$ cat src/verilog/moves_pkg.sv
// shared constants and types for the literal and accumulator move block
`default_nettype none
package moves_pkg;
    localparam int DATA_W = 8;
    localparam int INSTR_W = 16;
    localparam int ADDR_W = 12;
    localparam int BANK_W = 4;
    // opcode fields
    localparam logic [7:0] OPC_LIT_ACC = 8'h0E;
    localparam logic [7:0] OPC_BANK_LIT = 8'h01;
    localparam logic [6:0] OPC_STORE = 7'h37;
    localparam int SEL_BIT = 8;
    localparam int OPC_HI = 15;
    localparam int OPC8_LO = 8;
    localparam int OPC7_LO = 9;
    // access bank split and pages
    localparam logic [7:0] INDEX_LIMIT = 8'h5F;
    localparam logic [3:0] ACCESS_LO_PAGE = 4'h0;
    localparam logic [3:0] ACCESS_HI_PAGE = 4'hF;
    localparam logic [3:0] BANK_HI_ZERO = 4'h0;
    // reset values
    localparam logic [7:0] ACC_RST = 8'h00;
    localparam logic [7:0] BANK_RST = 8'h00;
    localparam logic [15:0] INSTR_RST = 16'h0000;
    localparam logic [11:0] ADDR_RST = 12'h000;
    // core clock period
    localparam int CLK_PERIOD_NS = 4;
    // quarter cycles of one instruction cycle
    typedef enum logic [1:0] {Q1, Q2, Q3, Q4} q_phase_e;
endpackage
`default_nettype wire
$ cat src/verilog/decode_if.sv
// decoded instruction fields passed from the decoder to the execution logic
`timescale 1ns/100ps
`default_nettype none
interface decode_if;
    logic is_lit_acc;
    logic is_store;
    logic is_bank_lit;
    logic sel_bank;
    logic [7:0] literal;
    logic [7:0] file_off;
    modport drv (output is_lit_acc, is_store, is_bank_lit, sel_bank, literal, file_off);
    modport use_side (input is_lit_acc, is_store, is_bank_lit, sel_bank, literal, file_off);
endinterface
`default_nettype wire

$ cat src/verilog/instr_decoder.sv
// combinational opcode decoder for the move instructions
`timescale 1ns/100ps
`default_nettype none
module instr_decoder (
    input wire logic [15:0] instr_word_in,
    decode_if.drv dec
);
    // opcode compare; literal and file offset share the low byte
    always_comb begin
        dec.is_lit_acc = instr_word_in[moves_pkg::OPC_HI:moves_pkg::OPC8_LO]
                         == moves_pkg::OPC_LIT_ACC;
        dec.is_bank_lit = instr_word_in[moves_pkg::OPC_HI:moves_pkg::OPC8_LO]
                          == moves_pkg::OPC_BANK_LIT;
        dec.is_store = instr_word_in[moves_pkg::OPC_HI:moves_pkg::OPC7_LO]
                       == moves_pkg::OPC_STORE;
        dec.sel_bank = instr_word_in[moves_pkg::SEL_BIT];
        dec.literal = instr_word_in[7:0];
        dec.file_off = instr_word_in[7:0];
    end
endmodule
`default_nettype wire

$ cat src/verilog/literal_and_accumulator_moves.sv
// execution of literal-load, bank-literal and accumulator-store instructions
`timescale 1ns/100ps
`default_nettype none
module literal_and_accumulator_moves (
    input wire logic sys_clk_in,
    input wire logic rst_in,
    input wire logic [15:0] instr_word_in,
    input wire logic instr_valid_in,
    input wire logic ext_set_en_in,
    input wire logic [11:0] index_base_in,
    output logic instr_ready_out,
    output logic retire_out,
    output logic [7:0] accum_out,
    output logic [7:0] bank_ptr_out,
    output logic file_we_out,
    output logic [11:0] file_addr_out,
    output logic [7:0] file_data_out,
    output logic indexed_out,
    output logic status_we_out
);
    moves_pkg::q_phase_e phase_q;
    logic busy_q;
    logic [15:0] ir_q;
    logic [7:0] accum_q;
    logic [7:0] bank_ptr_q;
    logic file_we_q;
    logic [11:0] file_addr_q;
    logic [7:0] file_data_q;
    logic indexed_q;
    logic [11:0] target_d;
    logic indexed_d;

    decode_if dec ();

    instr_decoder u_dec (
        .instr_word_in(ir_q),
        .dec(dec)
    );

    // free-running quarter-cycle sequencer
    always_ff @(posedge sys_clk_in or posedge rst_in) begin
        if (rst_in) begin
            phase_q <= moves_pkg::Q1;
        end else begin
            case (phase_q)
                moves_pkg::Q1: phase_q <= moves_pkg::Q2;
                moves_pkg::Q2: phase_q <= moves_pkg::Q3;
                moves_pkg::Q3: phase_q <= moves_pkg::Q4;
                moves_pkg::Q4: phase_q <= moves_pkg::Q1;
                default: phase_q <= moves_pkg::Q1;
            endcase
        end
    end

    // fetch slot: a word is taken only in Q1 and held until Q4 retires it
    always_ff @(posedge sys_clk_in or posedge rst_in) begin
        if (rst_in) begin
            busy_q <= 1'b0;
            ir_q <= moves_pkg::INSTR_RST;
        end else if (phase_q == moves_pkg::Q1) begin
            busy_q <= instr_valid_in;
            if (instr_valid_in) begin
                ir_q <= instr_word_in;
            end
        end else if (phase_q == moves_pkg::Q4) begin
            busy_q <= 1'b0;
        end
    end

    // target address: access bank split, indexed window or banked page
    always_comb begin
        target_d = {moves_pkg::ACCESS_HI_PAGE, dec.file_off};
        indexed_d = 1'b0;
        if (dec.sel_bank) begin
            target_d = {bank_ptr_q[3:0], dec.file_off};
        end else if (dec.file_off <= moves_pkg::INDEX_LIMIT) begin
            if (ext_set_en_in) begin
                // offset from the index base; wraps within the data space
                target_d = 12'(index_base_in + {4'h0, dec.file_off});
                indexed_d = 1'b1;
            end else begin
                target_d = {moves_pkg::ACCESS_LO_PAGE, dec.file_off};
            end
        end else begin
            target_d = {moves_pkg::ACCESS_HI_PAGE, dec.file_off};
        end
    end

    // store path: address, data and write strobe all load at the end of Q3; the strobe spans Q4
    always_ff @(posedge sys_clk_in or posedge rst_in) begin
        if (rst_in) begin
            file_we_q <= 1'b0;
            file_addr_q <= moves_pkg::ADDR_RST;
            file_data_q <= moves_pkg::ACC_RST;
            indexed_q <= 1'b0;
        end else begin
            file_we_q <= busy_q && dec.is_store && (phase_q == moves_pkg::Q3);
            if (busy_q && dec.is_store && (phase_q == moves_pkg::Q3)) begin
                file_addr_q <= target_d;
                file_data_q <= accum_q;
                indexed_q <= indexed_d;
            end
        end
    end

    // accumulator is written only at the end of Q4 by the literal load
    always_ff @(posedge sys_clk_in or posedge rst_in) begin
        if (rst_in) begin
            accum_q <= moves_pkg::ACC_RST;
        end else if (busy_q && dec.is_lit_acc && (phase_q == moves_pkg::Q4)) begin
            accum_q <= dec.literal;
        end
    end

    // bank pointer keeps only the low nibble so the page index stays in range
    always_ff @(posedge sys_clk_in or posedge rst_in) begin
        if (rst_in) begin
            bank_ptr_q <= moves_pkg::BANK_RST;
        end else if (busy_q && dec.is_bank_lit && (phase_q == moves_pkg::Q4)) begin
            bank_ptr_q <= {moves_pkg::BANK_HI_ZERO, dec.literal[3:0]};
        end
    end

    // outputs; none of these moves ever writes the status flags
    assign instr_ready_out = (phase_q == moves_pkg::Q1);
    assign retire_out = busy_q && (phase_q == moves_pkg::Q4);
    assign accum_out = accum_q;
    assign bank_ptr_out = bank_ptr_q;
    assign file_we_out = file_we_q;
    assign file_addr_out = file_addr_q;
    assign file_data_out = file_data_q;
    assign indexed_out = indexed_q;
    assign status_we_out = 1'b0;
endmodule
`default_nettype wire

$ cat config.mk
export PLATFORM = sky130hd
export DESIGN_NAME = literal_and_accumulator_moves
export DESIGN_NICKNAME = d
export VERILOG_FILES = /design/src/verilog/moves_pkg.sv /design/src/verilog/decode_if.sv /design/src/verilog/instr_decoder.sv /design/src/verilog/literal_and_accumulator_moves.sv
export SDC_FILE = /design/constraint.sdc
export NUM_CORES = 1
export LEC_CHECK = 0
export ABC_AREA = 0
export BUFFER_PORTS_ARGS = -buffer_cell sky130_fd_sc_hd__buf_4
export CAP_MARGIN = 20
export CORE_MARGIN = 2
export CORE_UTILIZATION = 48
export DETAILED_ROUTE_END_ITERATION = 8
export PLACE_DENSITY = 0.77
export SYNTH_ARGS = -nofsm -noshare
export SYNTH_HDL_FRONTEND = slang
export SYNTH_HIERARCHICAL = 1
export SYNTH_SLANG_ARGS = --single-unit
$ cat constraint.sdc
create_clock -name sys_clk_in -period 2 [get_ports sys_clk_in]
set_input_delay 0.4 -clock sys_clk_in [delete_from_list [all_inputs] [get_ports sys_clk_in]]
set_output_delay 0.4 -clock sys_clk_in [all_outputs]
set_load 0.01 [all_outputs]
Word-level counts from Yosys, hierarchy flattened
Cells that the tools add are included.
Widths: inputs -> output; s select.
- register bits after elaboration: 53
- output and inout port bits: 41
- add/sub/neg operators: 1
- magnitude comparators: 1
- eq/ne operators: 6
- mux-type cells: 9
- reduce and logical (&&, ||, !) cells: 10
- operators by type and width (operator ; number):
    $mux 12 ; 3
    $add 12x8->12 ; 1
    $eq 8x1->1 const B ; 1
    $eq 8x4->1 const B ; 1
    $le 8x7->1 const B ; 1
    $pmux 2 s4 ; 1
    $eq 7x6->1 const B ; 1
    $logic_and 1x1->1 ; 7
    $mux 1 ; 5
    $eq 2x2->1 const B ; 2
    $eq 2x1->1 const B ; 1
    $logic_not 2->1 ; 1
    $reduce_and 2->1 ; 1
    $reduce_bool 2->1 ; 1

Logic depth before layout (Yosys ltp)
Gate-level depths: netlist (run 1).
- word-level depth: 4
- depth in mapped cells: 9
- gate-level depth less buffers: 8

By module
The synthesis (run 1) kept the hierarchy.
- modules (own cells, without submodules) (module ; instances ; cells an instance ; area each (um2)):
    literal_and_accumulator_moves ; 1 ; 240 ; 2607.5
    instr_decoder ; 1 ; 24 ; 177.7

Worst setup path after synthesis (run 1)
No wires, ideal clock.
- path kind: flip-flop to flip-flop
- start point: register ir_q[0]
- end point: register file_addr_q[8], in the netlist file_addr_out[8]
- setup time: 0.069 ns
- data arrival time: 1.988 ns
- data required time: 1.931 ns
- slack: -0.056 ns
- cell stages (with the launch flop): 10
- buffers on the path: 1
- cells stage by stage: dfrtp_1 -> buf_4 -> ha_1 -> inv_1 -> fa_1 -> nand2b_1 -> a21oi_1 -> a21oi_1 -> or4_1 -> nand3_1
- longest elaborated chain between the ends: 4
- elaborated cells on any way between the ends: 5
- classes of those cells: add/sub (1); order compare (1); mux (3)
- ends and longest elaborated chain (what ; line ; text):
    from (decl) ; literal_and_accumulator_moves.sv:23 ; logic [15:0] ir_q;
    from (signal assigned) ; literal_and_accumulator_moves.sv:59 ; ir_q <= moves_pkg::INSTR_RST;
    from (signal assigned) ; literal_and_accumulator_moves.sv:63 ; ir_q <= instr_word_in;
    $add 12x8->12 ; literal_and_accumulator_moves.sv:79 ; target_d = 12'(index_base_in + {4'h0, dec.file_off});
    $mux 12 ; literal_and_accumulator_moves.sv:77 ; if (ext_set_en_in) begin
    $mux 12 (*) ; literal_and_accumulator_moves.sv:76 ; end else if (dec.file_off <= moves_pkg::INDEX_LIMIT) begin
    $mux 12 (*) ; literal_and_accumulator_moves.sv:74 ; if (dec.sel_bank) begin
    to (signal assigned) ; literal_and_accumulator_moves.sv:93 ; file_addr_q <= moves_pkg::ADDR_RST;
    to (signal assigned) ; literal_and_accumulator_moves.sv:99 ; file_addr_q <= target_d;
    to (decl) ; literal_and_accumulator_moves.sv:27 ; logic [11:0] file_addr_q;
Every way passes the cells marked *; elsewhere a longest branch is shown, timed or not.
A chain may end at the register's enable or synchronous reset.

Worst setup path in the final report (run 1)
- start point: register ir_q[2]
- end point: register file_addr_q[9], in the netlist file_addr_out[9]
The elaborated chain is that of the path after synthesis.

==> results.ini, run 1 <==
[worst_setup_path]
cp_slowest_cell=dfrtp_1
arrival_ps=2190
crit_path_start_kind=register
cp.required_ps=2250
worstPathMaxFanout=2
path_cells=ha_4, o211ai_1, nor3_2, or3_1, or3b_1, nand3_2
regToRegSetupSlack_ps=60
critPathBufInv=0
crit_family=simple AND/OR/NAND/NOR gates
slowest_delay_ps=430
end_kind=register
critical_path_class=register to register

[route]
drt_wl_total_mm=6.34
drc=0
dr.pass1.iters=4
wl_per_cell_microns=15.3
vias=2165
drt_iter0_markers=93
via_per_inst=5.23
drtAntennaViolNets=0

[global_route]
grtUsageTotal=0.200
gr-total-overflow=0
grt_use_met2=0.351
grt_use_met1=0.255
antenna_found_initial=0
busiest_layer=met2
met3_usage=0.0348
grt_pass1_vias=2042
grt_max_degree=33
grt_first_pass_wirelength_mm=9.78

[clock_tree]
clkTransAtPathRegs_ps=90
cts_tree=built
numCtsBuffers=5
htreeDepth=2
clk_path_buf_depth=2
cts_num_sinks=53
cts_hold_buf=0
root_buffer=clkbuf_8
clock_latency_ps=310

[floorplan]
pin_count=73
fp.coreArea_sq_mm=0.00554
die-area_sq_mm=0.00643
fp.dieW_microns=80.2
die_y_microns=80.2
rows=27
initial_core_util=0.503

[run_status]
status=finished, final reports clean

[placement]
place_congestion=0.802
io_buffer_count=67
dp_hpwl_mm=4.73
dp_cells=404

[logic_synthesis]
async_reset_ff_frac=1.00
muxShareOfSynthArea=0.135
ys_seq_area_frac=0.476
ys_ff_latch=53
synthXorXnorAreaFrac=0.0189
yosys.area_share.adder=0.0566
yosysWarnings=6
synth-simple-area-share=0.138
synth-main-ff-cell=dfrtp_1
syn_area_sq_mm=0.00279
synth_edf_count=0
synth_top_family_by_area=simple AND/OR/NAND/NOR gates
synth.distinct_cells=46
synth_compound_area_frac=0.0898
avgSynthCellArea_sq_um=10.5
syn_inst=264

[sta]
finalHoldViolCount=0
period_share=0.971
fin_crit_ps=1940
drv_slew=0
setup_tns_ps=0
finalSetupViolations=0
max_freq_mhz=515
clock_skew_ps=3.70

[finish]
layout.nets=385
layout_common_cells=buf_4 (92), dfrtp_1 (53), nand2_1 (42)
finalNonFillerCells=414
layout_commonest_cell=buf_4
final_util=0.659
drive_gt1_frac=0.444
antenna_cells=0
area_growth_pct=31.1

[power_and_ir_drop]
total_power_w=0.00242
ir_drop_v=0.000534
leakage_nw=1.82
power_density_mw_per_mm2=662

[run]
maxCapViolations=0

[min_path]
hp-class=input port to asynchronous set/reset pin

[layer usage]
layer | part of all wire | up-vias
met2 | 0.54 | 57
li1 | - | 1035
met4 | 0.0088 | 0
met3 | 0.049 | 7
met1 | 0.40 | 1066
met5 | 0 | -
[cell usage after synthesis (all sizes together) (2+ instances only)]
cell type   n  area share
a211oi      3       0.012
o21ai      13       0.023
a21oi       8       0.014
nand4b      2      0.0063
nor4        3      0.0090
xnor2       2      0.0063
mux2       28        0.11
xor2        4       0.013
nor3        3      0.0054
or4         2      0.0067
dfrtp      53        0.48
nand3       5      0.0090
a21o        3      0.0081
nor2       11       0.015
a31oi       3      0.0067
buf        25       0.066
mux2i       6       0.022
o21a        2      0.0054
nand2      43       0.058
ha         11       0.049
nand2b      4      0.0090
clkbuf      4      0.0054
inv         9       0.012
[power by group]
| part | internal (W) | switching [W] |
|---|---|---|
| clock | 0.000408 | 0.000344 |
| sequential | 0.00112 | 0.0000405 |
| combinational | 0.000270 | 0.000236 |
[kinds of logic (layout without fill, tap and decap cells)]
kind of cell	after synthesis	count (layout)
AO/OA/AOI/OAI	39	39
XOR/XNOR	6	6
adder cells (fa/ha/maj)	12	12
buffers and inverters	38	112
flip-flops	53	53
multiplexers	34	34
other	1	5
AND/OR/NAND/NOR	81	81
[sequential cells by signal (all words and copies together), names as in the netlist]
| register | flops |
|---|---|
| bank_ptr_out | 4 |
| file_addr_out | 12 |
| file_data_out | 8 |
| file_we_out | 1 |
| accum_out | 8 |
| indexed_out | 1 |
| phase_q | 2 |
| busy_q | 1 |
| ir_q | 16 |
[worst reg2reg max path, delay by kind of cell, from the launching register on]
kind | cells | cell delay, ps
adder cells (fa/ha/maj) | 1 | 240
AND/OR/NAND/NOR | 4 | 930
AO/OA/AOI/OAI | 1 | 290
flip-flops | 1 | 430
[through the flow]
| stage | setup slack (ps) | cell area, sq um | hold slack, ps |
|---|---|---|---|
| floorplan | 1.94 | 2800 | 462 |
| CTS | 0.559 | 3530 | 116 |
| finish | 57.6 | 3650 | 113 |
| global route | -35.2 | 3650 | 133 |
| global placement | -99.5 | 3400 | 452 |
| detailed placement | -147 | 3400 | 454 |
[final timing paths]
check	start	endpoint	cells after the start
setup / recovery	ir_q[2]$_DFFE_PP0P_	file_addr_out[9]$_DFFE_PP0P_	6
hold / removal	rst_in	ir_q[4]$_DFFE_PP0P_	2
setup reg to reg	ir_q[2]$_DFFE_PP0P_	file_addr_out[9]$_DFFE_PP0P_	6
hold reg to reg	file_data_out[3]$_DFFE_PP0P_	file_data_out[3]$_DFFE_PP0P_	2
max in group asynchronous	rst_in	bank_ptr_out[0]$_DFFE_PP0P_	3
min in group sys_clk_in	instr_word_in[0]	ir_q[0]$_DFFE_PP0P_	2
[cell type report]
cell class | count | area, sq um
Tap cell | 72 | 90.1
Clock inverter | 1 | 30.0
Multi-Input combinational cell | 177 | 1350
Clock buffer | 7 | 86.3
Timing Repair Buffer | 95 | 733
Fill cell | 454 | 1890
Sequential cell | 53 | 1330
Inverter | 9 | 33.8
[timing repair]
item,4_1_cts,5_1_grt
gates resized for setup,1,19
cloned,0,0
pin swaps,1,7
setup buffers,0,2
setup endpoints to repair,1,5
Note: power is estimated with default switching activity, not from simulation.
==> run 2, diff against run 1 <==
--- a/config.mk
+++ b/config.mk
@@ -9,10 +9,9 @@
 export BUFFER_PORTS_ARGS = -buffer_cell sky130_fd_sc_hd__buf_4
 export CAP_MARGIN = 20
 export CORE_MARGIN = 2
-export CORE_UTILIZATION = 48
+export CORE_UTILIZATION = 52
 export DETAILED_ROUTE_END_ITERATION = 8
-export PLACE_DENSITY = 0.77
+export PLACE_DENSITY = 0.79
 export SYNTH_ARGS = -nofsm -noshare
 export SYNTH_HDL_FRONTEND = slang
-export SYNTH_HIERARCHICAL = 1
 export SYNTH_SLANG_ARGS = --single-unit
==> constraint.sdc (replaced) <==
create_clock -name sys_clk_in -period 2.2 [get_ports sys_clk_in]
set_input_delay 0.44 -clock sys_clk_in [delete_from_list [all_inputs] [get_ports sys_clk_in]]
set_output_delay 0.44 -clock sys_clk_in [all_outputs]
set_load 0.01 [all_outputs]
==> results.ini, run 2 <==
[worst_setup_path]
arrival_ps=2310  ; +120 ps
r2r_end=file_addr_out[9]$_DFFE_PP0P_
end_kind=register
regToRegSetupSlack_ps=140  ; +80 ps
critical_path_class=register to register
crit_path_start_kind=register
cp.required_ps=2450  ; +200 ps
worstPathMaxFanout=7  ; +5
r2r-start=ir_q[6]$_DFFE_PP0P_
reg2reg_depth=6  ; unchanged

[route]
via_per_inst=5.44  ; +4.0%
dr.pass1.iters=5  ; +1
drt_wl_total_mm=6.21  ; -2.1%
wl_per_cell_microns=15.7  ; +2.3%
drt-met1-wl_mm=2.59  ; +1.6%
drt_iter0_markers=148  ; +59%
wl_met3_microns=338  ; +9.0%
route.met2.wl_mm=3.11  ; -9.3%
drc=0  ; unchanged
vias=2153  ; -0.55%
highest_layer=met4
drtAntennaViolNets=0  ; unchanged

[sta]
tightestPinTransition_ps=681
finalHoldViolCount=0  ; unchanged
drv_slew=0  ; unchanged
finalSetupViolations=0  ; unchanged
max_freq_mhz=484  ; -5.9%
rsz0062_at_grt=false
clock_skew_ps=5.22  ; +1.52 ps
period_share=0.938  ; -0.0330
fin_crit_ps=2060  ; +122 ps
maxSlewHeadroom=0.545

[finish]
finish.instance_area_sq_mm=0.00335  ; -8.2%
layout_common_cells=buf_4 (75), dfrtp_1 (53), nand2_1 (43)
finalNonFillerCells=396  ; -4.3%
drive_gt1_frac=0.353  ; -0.0917
layout.nets=369  ; -4.2%
layout_commonest_cell=buf_4
largest_reg_flops=16  ; unchanged
nFillCells=422  ; -7.0%
antenna_cells=0  ; unchanged
area_growth_pct=25.6
largest_register=ir_q

[logic_synthesis]
synth_edf_count=0  ; unchanged
ys_ff_latch=53  ; unchanged
synth_area_leaders=dfrtp_1 (50%), mux2_2 (10%), nand2_1 (6.1%)
ys_seq_area_frac=0.497  ; +0.0210
async_reset_ff_frac=1.00  ; unchanged
synth-main-ff-cell=dfrtp_1
yosysWarnings=0  ; -6
avgSynthCellArea_sq_um=10.6  ; +0.34%
synthMostInstantiatedCell=dfrtp_1
syn_area_sq_mm=0.00267  ; -4.2%
synthTopCellsByCount=dfrtp_1 (53), nand2_1 (43), mux2_2 (24)
syn_inst=252  ; -4.5%
synth.distinct_cells=44  ; -4.3%
synth_top_area_frac=0.497  ; +0.0210
synth.largest_area_cell=dfrtp_1

[placement]
dp_hpwl_mm=4.65  ; -1.6%
io_buffer_count=67  ; unchanged
dpl_cell_area_sq_mm=0.00326  ; -4.2%
place_congestion=0.871  ; +8.5%
dp_cells=388  ; -4.0%

[global_route]
gr-total-overflow=0  ; unchanged
grt_first_pass_wirelength_mm=10.2  ; +3.9%
grt_max_degree=54  ; +64%
antenna_found_initial=0  ; unchanged
grt_pass1_vias=2118  ; +3.7%
grtUsageTotal=0.241  ; +0.0415

[clock_tree]
clkTransAtPathRegs_ps=90  ; about the same
root_buffer=clkbuf_8
cts_num_sinks=53  ; unchanged
htreeDepth=2  ; unchanged
post_cts_buffers=0  ; unchanged
numCtsBuffers=5  ; unchanged
clk_path_buf_depth=2  ; unchanged
cts_hold_buf=0  ; unchanged
clock_latency_ps=310  ; about the same
cts-resized-gates=0  ; -1
cts_tree=built

[power_and_ir_drop]
ir_drop_v=0.000525  ; -1.8%
power_density_mw_per_mm2=591  ; -11%
total_power_w=0.00198  ; -18%
leakage_nw=1.67  ; -8.4%

[min_path]
hp-class=input port to asynchronous set/reset pin

[run_status]
status=finished, final reports clean

[floorplan]
fp.coreArea_sq_mm=0.00504  ; -9.0%
initial_core_util=0.529  ; +0.0263
die-area_sq_mm=0.00572  ; -11%
pin_count=73  ; unchanged
die_y_microns=75.6  ; -5.7%
rows=26  ; -3.7%
fp.dieW_microns=75.6  ; -5.7%

[run]
maxCapViolations=0  ; unchanged

[run 2: cell types whose count changed in the layout (fill, tap and decap cells not counted), sizes merged, moves of 3 or more]
cell / change
a21oi: +5
and3: +4
buf: -20
mux2i: -5
nand2b: -4
nor2b: +4
o2111ai: +3
[run 2: worst max-delay path by stage]
stage	cells after the start	from	end	slack [ps]
global placement	7	index_base_in[6]	file_addr_out[11]$_DFFE_PP0P_	100
floorplan	8	index_base_in[0]	file_addr_out[8]$_DFFE_PP0P_	290
CTS	8	ir_q[0]$_DFFE_PP0P_	file_addr_out[8]$_DFFE_PP0P_	90
finish	6	ir_q[6]$_DFFE_PP0P_	file_addr_out[9]$_DFFE_PP0P_	140
detailed placement	9	index_base_in[0]	file_addr_out[8]$_DFFE_PP0P_	-60
global route	8	ir_q[0]$_DFFE_PP0P_	file_addr_out[8]$_DFFE_PP0P_	8
[run 2: area by class of cell]
cell class	count	area, sq um	area share
multi-input combinational	180	1250	0.373
tap	70	87.6	0.0261
inverter	10	37.5	0.0112
clock inverter	2	13.8	0.00411
timing repair buffer	75	563	0.168
clock buffer	6	72.6	0.0217
sequential	53	1330	0.396
[run 2: logic make-up (layout without fill, tap and decap cells)]
kind of cell	count (synthesis)	after routing	share of synthesized area
other cells	1	5	0.00141
buf+inv	23	93	0.0413
xor+xnor	4	4	0.0131
compound gates	48	48	0.122
flops	53	53	0.497
mux	29	29	0.122
fa+ha+maj	12	12	0.0591
simple gates	82	82	0.144
[run 2: power breakdown]
part	internal, W	total, W	switching, W	leakage, nW
clock	0.000227	0.000549	0.000321	0.0456
combinational	0.000179	0.000367	0.000189	0.976
sequential	0.00102	0.00107	0.0000447	0.644
total	0.00143	0.00198	0.000555	1.67
[run 2: worst max-delay path, stage by stage (launching register included)]
cell and delay (ps):
dfrtp_1 480, ha_1 450, nand3_1 160, nor3_1 330, o21ai_0 180, mux2_1 330, nand2_1 60
[run 2: through the flow]
stage	worst slack, ps	hold slack (ps)	util	setup TNS, ps
final	136	293	0.665	0
after global routing	8.04	347	0.665	0
after CTS	91.0	329	0.664	0
after detailed placement	-62.8	463	0.647	-62.8
after global placement	96.2	461	0.647	0
after floorplan	288	455	-	0
[run 2: layer usage]
layer | vias to the layer above | track usage
met5 | - | 0
met2 | 77 | 0.414
met3 | 17 | 0.0529
met1 | 1036 | 0.301
li1 | 1023 | -
met4 | 0 | 0.0877
